File: config.mk
export PLATFORM = sky130hd
export DESIGN_NAME = rdci_device_flat
export DESIGN_NICKNAME = d
export VERILOG_FILES = /design/src/rdci_pkg.sv /design/src/rdci_link_if.sv /design/src/rdci_device.sv /design/src/flat_wrapper.sv
export SDC_FILE = /design/constraint.sdc
export NUM_CORES = 1
export LEC_CHECK = 0
export BUFFER_PORTS_ARGS = -buffer_cell sky130_fd_sc_hd__buf_4
export CAP_MARGIN = 5
export CORE_MARGIN = 2
export CORE_UTILIZATION = 49
export DETAILED_ROUTE_END_ITERATION = 10
export GPL_TIMING_DRIVEN = 0
export PLACE_DENSITY = 0.73
export SLEW_MARGIN = 0
export SYNTH_ARGS = -nofsm -noshare
export SYNTH_HDL_FRONTEND = slang
export SYNTH_SLANG_ARGS = --single-unit
File: constraint.sdc
create_clock -name clk -period 1.3 [get_ports clk]
set_input_delay 0.13 -clock clk [delete_from_list [all_inputs] [get_ports clk]]
set_output_delay 0.13 -clock clk [all_outputs]
set_load 0.01 [all_outputs]
File: src/rdci_pkg.sv
// package: shared constants for the relay driver control link
// assumes: both ends run on clk at 10 MHz, link pins cross domains
package rdci_pkg;
  localparam int unsigned NUM_OUTPUTS  = 8;
  localparam int unsigned ADDR_W       = 3;
  localparam int unsigned CNT_W        = 4;
  localparam logic [7:0]  LATCH_RESET  = 8'h00;
  localparam logic [7:0]  LATCH_ALL_ON = 8'hFF;
  localparam int unsigned WORD_MSB     = 7;
  localparam int unsigned WORD_LSB     = 0;
  // clk period and serial clock half period in ns; the half period rounded up to whole clk cycles
  localparam int unsigned CLK_NS       = 100;
  localparam int unsigned SCLK_HALF_NS = 400;
  localparam int unsigned SCLK_HALF_CY =
    (SCLK_HALF_NS + CLK_NS - 1) / CLK_NS;
  // register map of the controller's own port
  localparam logic [1:0] REG_CTRL   = 2'h0;
  localparam logic [1:0] REG_WORD   = 2'h1;
  localparam logic [1:0] REG_STATUS = 2'h2;
  localparam logic [1:0] REG_ECHO   = 2'h3;
  localparam int unsigned CTRL_GO     = 0;
  localparam int unsigned CTRL_PAR    = 1;
  localparam int unsigned CTRL_SET    = 2;
  localparam int unsigned CTRL_CLR    = 3;
  localparam int unsigned STAT_BUSY   = 0;
  localparam int unsigned WORD_LEVEL  = 3;
  typedef enum logic [3:0] {
    RDCI_IDLE  = 4'b0001,
    RDCI_LOW   = 4'b0010,
    RDCI_HIGH  = 4'b0100,
    RDCI_RAISE = 4'b1000
  } rdci_state_t;
endpackage

File: src/rdci_link_if.sv
// interface: control pins between controller and relay driver
// assumes: single-direction pins only, no tristate needed
interface rdci_link_if;
  logic       cs_n;
  logic       sclk;
  logic       sdi;
  logic       sdo;
  logic [2:0] addr;
  logic       level_select;
  logic       set_n;
  logic       reset_n;
  modport device (
    input  cs_n, sclk, sdi, addr, level_select, set_n, reset_n,
    output sdo
  );
  modport host (
    output cs_n, sclk, sdi, addr, level_select, set_n, reset_n,
    input  sdo
  );
endinterface

File: src/rdci_device.sv
// relay driver control end: serial shift register and parallel update
// assumes: link pins asynchronous to clk, sampled by two flip-flops
// Summary of operation
// - eight-bit shift register, msb drives output eight
// - chip select low: sample data on sclk rise
// - chip select rise copies shift register to latch
// - serial out is last stage, changes on fall
// - words go msb first, in and out
// - outputs hold while chip select low
// - controller raises select after eight bits, or after none when parallel
// - chip select high: clock and data ignored
// - select high: serial out shows word msb
// - register keeps only the last eight bits
// - latch updates regardless of sclk level
// - three address bits select one output
// - level high turns output on, low off
// - select low: address and level ignored
// - select fall captures address, level; rise updates
// - address must be set before select falls
// - set low forces all ones, overrides control
// - reset low clears all, overrides set
// - cascade: shared select, chained serial data
// - shared data line, one select at time
// - latched one pulls output to power ground
module rdci_device (
  // clock and reset
  input  wire logic       clk,
  input  wire logic       reset,
  // link
  rdci_link_if.device     link,
  // variant select: high for parallel loading
  input  wire logic       parallel_mode,
  // relay outputs
  output logic [7:0]      relay_output_q,
  output logic [7:0]      relay_drive_oe_q
);
  logic       cs_s, sclk_s, sdi_s, set_s, rst_s, lvl_s, pm_s;
  logic [2:0] addr_s;
  logic       cs_prev_q, sclk_prev_q;
  logic [7:0] shift_q;
  logic       sdo_q;
  logic [2:0] par_addr_q;
  logic       par_level_q;
  logic       cs_rise, sclk_rise, sclk_fall;

  // each pin through its own two-flop stage; reset values match the
  // idle pin levels, so no false select or clock edge follows reset
  rdci_sync #(.WIDTH(1), .INIT(1'h1)) cs_sync_inst (
    .clk    (clk),
    .reset  (reset),
    .pin    (link.cs_n),
    .sync_q (cs_s)
  );

  rdci_sync #(.WIDTH(1), .INIT(1'h0)) sclk_sync_inst (
    .clk    (clk),
    .reset  (reset),
    .pin    (link.sclk),
    .sync_q (sclk_s)
  );

  rdci_sync #(.WIDTH(1), .INIT(1'h0)) sdi_sync_inst (
    .clk    (clk),
    .reset  (reset),
    .pin    (link.sdi),
    .sync_q (sdi_s)
  );

  rdci_sync #(.WIDTH(1), .INIT(1'h1)) set_sync_inst (
    .clk    (clk),
    .reset  (reset),
    .pin    (link.set_n),
    .sync_q (set_s)
  );

  rdci_sync #(.WIDTH(1), .INIT(1'h1)) rst_sync_inst (
    .clk    (clk),
    .reset  (reset),
    .pin    (link.reset_n),
    .sync_q (rst_s)
  );

  rdci_sync #(.WIDTH(1), .INIT(1'h0)) lvl_sync_inst (
    .clk    (clk),
    .reset  (reset),
    .pin    (link.level_select),
    .sync_q (lvl_s)
  );

  rdci_sync #(.WIDTH(1), .INIT(1'h0)) pm_sync_inst (
    .clk    (clk),
    .reset  (reset),
    .pin    (parallel_mode),
    .sync_q (pm_s)
  );

  // address is quasi-static: it settles before select falls, so
  // a bitwise stage is safe; a mixed value is overwritten in time
  rdci_sync #(.WIDTH(3), .INIT(3'h0)) addr_sync_inst (
    .clk    (clk),
    .reset  (reset),
    .pin    (link.addr),
    .sync_q (addr_s)
  );

  always_ff @(posedge clk or posedge reset) begin
    if (reset) begin
      cs_prev_q   <= 1'b1;
      sclk_prev_q <= 1'b0;
    end else begin
      cs_prev_q   <= cs_s;
      sclk_prev_q <= sclk_s;
    end
  end

  assign cs_rise   = cs_s & ~cs_prev_q;
  assign sclk_rise = sclk_s & ~sclk_prev_q & ~cs_s;
  assign sclk_fall = ~sclk_s & sclk_prev_q & ~cs_s;

  // shift register, msb enters first and leaves first
  always_ff @(posedge clk or posedge reset) begin
    if (reset) begin
      shift_q <= rdci_pkg::LATCH_RESET;
    end else if (!rst_s) begin
      shift_q <= rdci_pkg::LATCH_RESET;
    end else if (!set_s) begin
      shift_q <= rdci_pkg::LATCH_ALL_ON;
    end else if (sclk_rise && !pm_s) begin
      shift_q <= {shift_q[6:0], sdi_s};
    end
  end

  // serial out: last stage, updated on falling sclk or while idle
  always_ff @(posedge clk or posedge reset) begin
    if (reset) begin
      sdo_q <= 1'b0;
    end else if (cs_s || sclk_fall) begin
      sdo_q <= shift_q[rdci_pkg::WORD_MSB];
    end
  end
  assign link.sdo = sdo_q;

  // parallel register follows the pins while deselected; the value
  // held at select fall is what the next select rise applies
  always_ff @(posedge clk or posedge reset) begin
    if (reset) begin
      par_addr_q  <= 3'h0;
      par_level_q <= 1'b0;
    end else if (!rst_s) begin
      par_addr_q  <= 3'h0;
      par_level_q <= 1'b0;
    end else if (!set_s) begin
      par_addr_q  <= 3'h7;
      par_level_q <= 1'b1;
    end else if (cs_s) begin
      par_addr_q  <= addr_s;
      par_level_q <= lvl_s;
    end
  end

  // output latch
  always_ff @(posedge clk or posedge reset) begin
    if (reset) begin
      relay_output_q <= rdci_pkg::LATCH_RESET;
    end else if (!rst_s) begin
      relay_output_q <= rdci_pkg::LATCH_RESET;
    end else if (!set_s) begin
      relay_output_q <= rdci_pkg::LATCH_ALL_ON;
    end else if (cs_rise) begin
      if (pm_s) begin
        relay_output_q[par_addr_q] <= par_level_q;
      end else begin
        relay_output_q <= shift_q;
      end
    end
  end

  // open-drain drive: enable pulls to power ground when bit is one
  always_ff @(posedge clk or posedge reset) begin
    if (reset) begin
      relay_drive_oe_q <= rdci_pkg::LATCH_RESET;
    end else if (!rst_s) begin
      relay_drive_oe_q <= rdci_pkg::LATCH_RESET;
    end else if (!set_s) begin
      relay_drive_oe_q <= rdci_pkg::LATCH_ALL_ON;
    end else if (cs_rise) begin
      if (pm_s) begin
        relay_drive_oe_q[par_addr_q] <= par_level_q;
      end else begin
        relay_drive_oe_q <= shift_q;
      end
    end
  end
endmodule

// two-flop synchroniser for one pin or a quasi-static bus
// the first stage is read by nothing but the second
module rdci_sync #(
  parameter int unsigned      WIDTH = 1,
  parameter logic [WIDTH-1:0] INIT  = '0
) (
  // clock and reset
  input  wire logic             clk,
  input  wire logic             reset,
  // pin and its synchronised copy
  input  wire logic [WIDTH-1:0] pin,
  output logic      [WIDTH-1:0] sync_q
);
  logic [WIDTH-1:0] meta_q;

  always_ff @(posedge clk or posedge reset) begin
    if (reset) begin
      meta_q <= INIT;
      sync_q <= INIT;
    end else begin
      meta_q <= pin;
      sync_q <= meta_q;
    end
  end
endmodule

File: src/flat_wrapper.sv
// flat-port wrapper written by rule: the top's interface ports become plain ports
module rdci_device_flat 
  (clk, reset, parallel_mode, relay_output_q, relay_drive_oe_q, link_cs_n, link_sclk, link_sdi, link_addr, link_level_select, link_set_n, link_reset_n, link_sdo);
  rdci_link_if link_i ();
  input  wire logic clk;
  input  wire logic reset;
  input  wire logic parallel_mode;
  output logic [7:0] relay_output_q;
  output logic [7:0] relay_drive_oe_q;
  input wire logic [$bits(link_i.cs_n)-1:0] link_cs_n;
  input wire logic [$bits(link_i.sclk)-1:0] link_sclk;
  input wire logic [$bits(link_i.sdi)-1:0] link_sdi;
  input wire logic [$bits(link_i.addr)-1:0] link_addr;
  input wire logic [$bits(link_i.level_select)-1:0] link_level_select;
  input wire logic [$bits(link_i.set_n)-1:0] link_set_n;
  input wire logic [$bits(link_i.reset_n)-1:0] link_reset_n;
  output wire logic [$bits(link_i.sdo)-1:0] link_sdo;
  assign link_i.cs_n = link_cs_n;
  assign link_i.sclk = link_sclk;
  assign link_i.sdi = link_sdi;
  assign link_i.addr = link_addr;
  assign link_i.level_select = link_level_select;
  assign link_i.set_n = link_set_n;
  assign link_i.reset_n = link_reset_n;
  assign link_sdo = link_i.sdo;
  rdci_device u_core (.clk(clk), .reset(reset), .link(link_i), .parallel_mode(parallel_mode), .relay_output_q(relay_output_q), .relay_drive_oe_q(relay_drive_oe_q));
endmodule
==> results.txt <==
Switching Share = 25.4%
First DRT Iteration DRCs = 58
Slew Viols, Final = 0
DR vias = 1275
Comb power frac = 18.1%
Area growth syn-to-layout = 38.0%
Final worst-path cycle share = 113%
#FFs+latches synth = 43
Core box area = 0.00342 mm2
Final WL = 3510 um
Internal power = 2.15 mW
Cts bufs inserted = 5
Kind of critical path = reg2reg
RSZ-0062 raised after global routing = yes
Boundary pin count = 29
Ys flop type = dfrtp_1
Placed Cells = 221
F_max = 681 MHz
Post-place setup slack = -234 ps
GRT Total Usage = 18.7%
H-tree lvl count = 2
Initial Util = 52.5%
Max_cap viols = 0
Peak VDD IR = 0.764 mV
Clock network power share = 28.9%
Critical path fanouts, max = 3
Max-Slew Margin vs Limit = 43.3%
Failing checks = negative setup slack
Largest net degree at the start of global routing = 44
Synth cell types = 32
Via-per-instance ratio = 5.12
Syn Nets = 159
1st-pass router iterations = 4
Die Wd = 64.5 um
Global-route wire length before repair = 5870 um
Vias in the first global route = 1280
Fin worst setup slack = -168 ps
Antenna viol nets, final = 0
Post-synthesis instance total = 147
Hold Fails Final Rpt = 0
Port bufs = 28
Post-synth ARST share = 100%
CTS tree = yes
Clock slew at reported path FFs = 130 ps
Total global routing overflow = 0
Row cnt = 21
CTS Root Cell = clkbuf_4
Worst setup EP type = register
Avg WL per Cell = 14.1 um
Count leader, synth = dfrtp_1
Cell taking the most area after synthesis = dfrtp_1
Synthesized area per cell = 12.2 um2
Die Y = 64.5 um
Sequential fraction of design power = 53.0%
ANT cells = 0
EDFF count, synth = 0
Register Area = 0.00109 mm2
Post-layout nets = 214
DRC Markers = 0
Synth area leaders = dfrtp_1 50%, dfstp_2 10%, o221a_2 5.0%
Final setup vio count = 16
Footprint of the multi-input gates = 652 um2
Clk_lat worst skew = 340 ps
Layout Skew = 9.79 ps
Post-layout util = 72.4%
Hpwl dp = 2240 um
Hold WS = 357 ps
Post-Layout Cell Count = 249
Hold path startpoint = u_core.addr_sync_inst.meta_q[2]
Switch Pwr = 731 uW
Share of the synthesized area in the top cell type = 50.2%
Register area share after synthesis = 60.5%
Data arrival time of the critical path = 1710 ps
Worst EP required = 1540 ps
Worst setup SP type = register
Die area = 0.00416 mm2
Synth Warn # = 0
Mapped Area = 0.00179 mm2
HP Class = reg2reg
Crit path launch = u_core.cs_sync_inst.sync_q
PwrDens = 1160 mW/mm2
Initial antenna violation count = 0
Synth cell count leaders = 36 x dfrtp_1, 12 x inv_1, 11 x o21ai_0
Leak Pwr = 1.13 nW
Clock buffer depth = 2
CTS Sinks = 43
Least-Margin Pin Slew = 850 ps
Share of cells above drive strength 1 = 47.3%
Final min period = 1470 ps
FF-to-FF Start = u_core.cs_sync_inst.sync_q
Filler instances = 248
GPL Wtd Cong = 0.793
Status = complete, but fails checks
## cell families (layout without fill, tap and decap cells)
group | count (synthesis) | in the layout | synth area share, %
buf+inv | 29 | 85 | 9.07
flops | 43 | 43 | 60.5
mux | 8 | 8 | 4.88
simple gates | 20 | 20 | 6.98
compound gates | 47 | 47 | 18.6
## metrics by stage
| stage | total power [mW] | instance area [um2] | TNS [ps] |
|---|---|---|---|
| CTS | 2.89 | 2430 | -1820 |
| global route | 3.05 | 2470 | -2180 |
| detailed placement | 1.97 | 2080 | -1630 |
| finish | 2.88 | 2470 | -1480 |
| floorplan | 1.79 | 1810 | -325 |
| global placement | 1.95 | 2080 | -10280 |
## critical path: stages (launching register included)
cell,delay [ps]
dfstp_2,610
inv_2,70
o211ai_4,200
buf_6,140
o21ai_2,60
mux2_4,290
## state kept, by name (all words and copies together) (netlist names), 3 cells and up
register                      cells
u_core.addr_sync_inst.meta_q      3
u_core.addr_sync_inst.sync_q      3
u_core.par_addr_q                 3
u_core.relay_drive_oe_q           7
u_core.shift_q                    8
## final cells by class
class / count / area share, %
sequential: 43 / 43.9
multi-input combinational: 75 / 26.4
timing repair buffer: 49 / 17.3
buffer: 15 / 4.86
tap: 46 / 2.33
inverter: 13 / 1.97
clock inverter: 3 / 1.77
clock buffer: 5 / 1.52
## metal layers
layer	part of all wire, %	wire, um	vias to the layer above	track usage [%]
met5	0	0	-	0
met4	2.4	85	0	9.31
met3	4.3	152	9	3.82
met2	51	1800	46	31.3
met1	42	1470	598	23.1
li1	-	-	622	-
## final timing paths
check,to,slack [ps],depth (start not counted)
max,u_core.relay_output_q[7],-170,5
min,u_core.addr_sync_inst.sync_q[2],360,0
max reg2reg,u_core.relay_output_q[7],-170,5
min reg2reg,u_core.addr_sync_inst.sync_q[2],360,0
max in group asynchronous,u_core.pm_sync_inst.sync_q,210,3
min in group asynchronous,u_core.relay_drive_oe_q[4],510,3
## power groups by stage
stage	logic, mW	clock network [mW]	registers [mW]
after floorplan	0.252	0	1.54
after global placement	0.420	0	1.53
after detailed placement	0.432	0	1.54
after CTS	0.511	0.860	1.52
after global routing	0.566	0.948	1.54
final	0.522	0.830	1.52
## cells in the final DEF, fill, tap and decap left out, types with 2 or more instances in the layout
cell type and instances:
nor3_1 2, mux2_2 2, o221a_4 4, a31oi_1 3
nand2b_1 2, o21ai_0 9, buf_4 43, nor2_1 7
a21boi_0 4, o21bai_1 3, inv_2 3, dfstp_2 7
inv_1 10, nand2_1 2, dfrtp_1 35, o2bb2ai_1 2
o21ai_1 2, buf_12 2, buf_2 2, buf_6 4
a21oi_2 3, dlygate4sd3_1 11, mux2i_1 5, o21ai_2 2
o221a_2 4, a21oi_1 7, clkbuf_4 5
## repair_timing
item	4_1_cts	5_1_grt
resized for setup	12	14
setup endpoints to repair	18	18
hold endpoints to repair	46	0
cloned	1	0
pin swaps	5	5
buffers inserted	7	3
hold buffers	11	0
No activity file was read; power rests on OpenSTA's default activity.
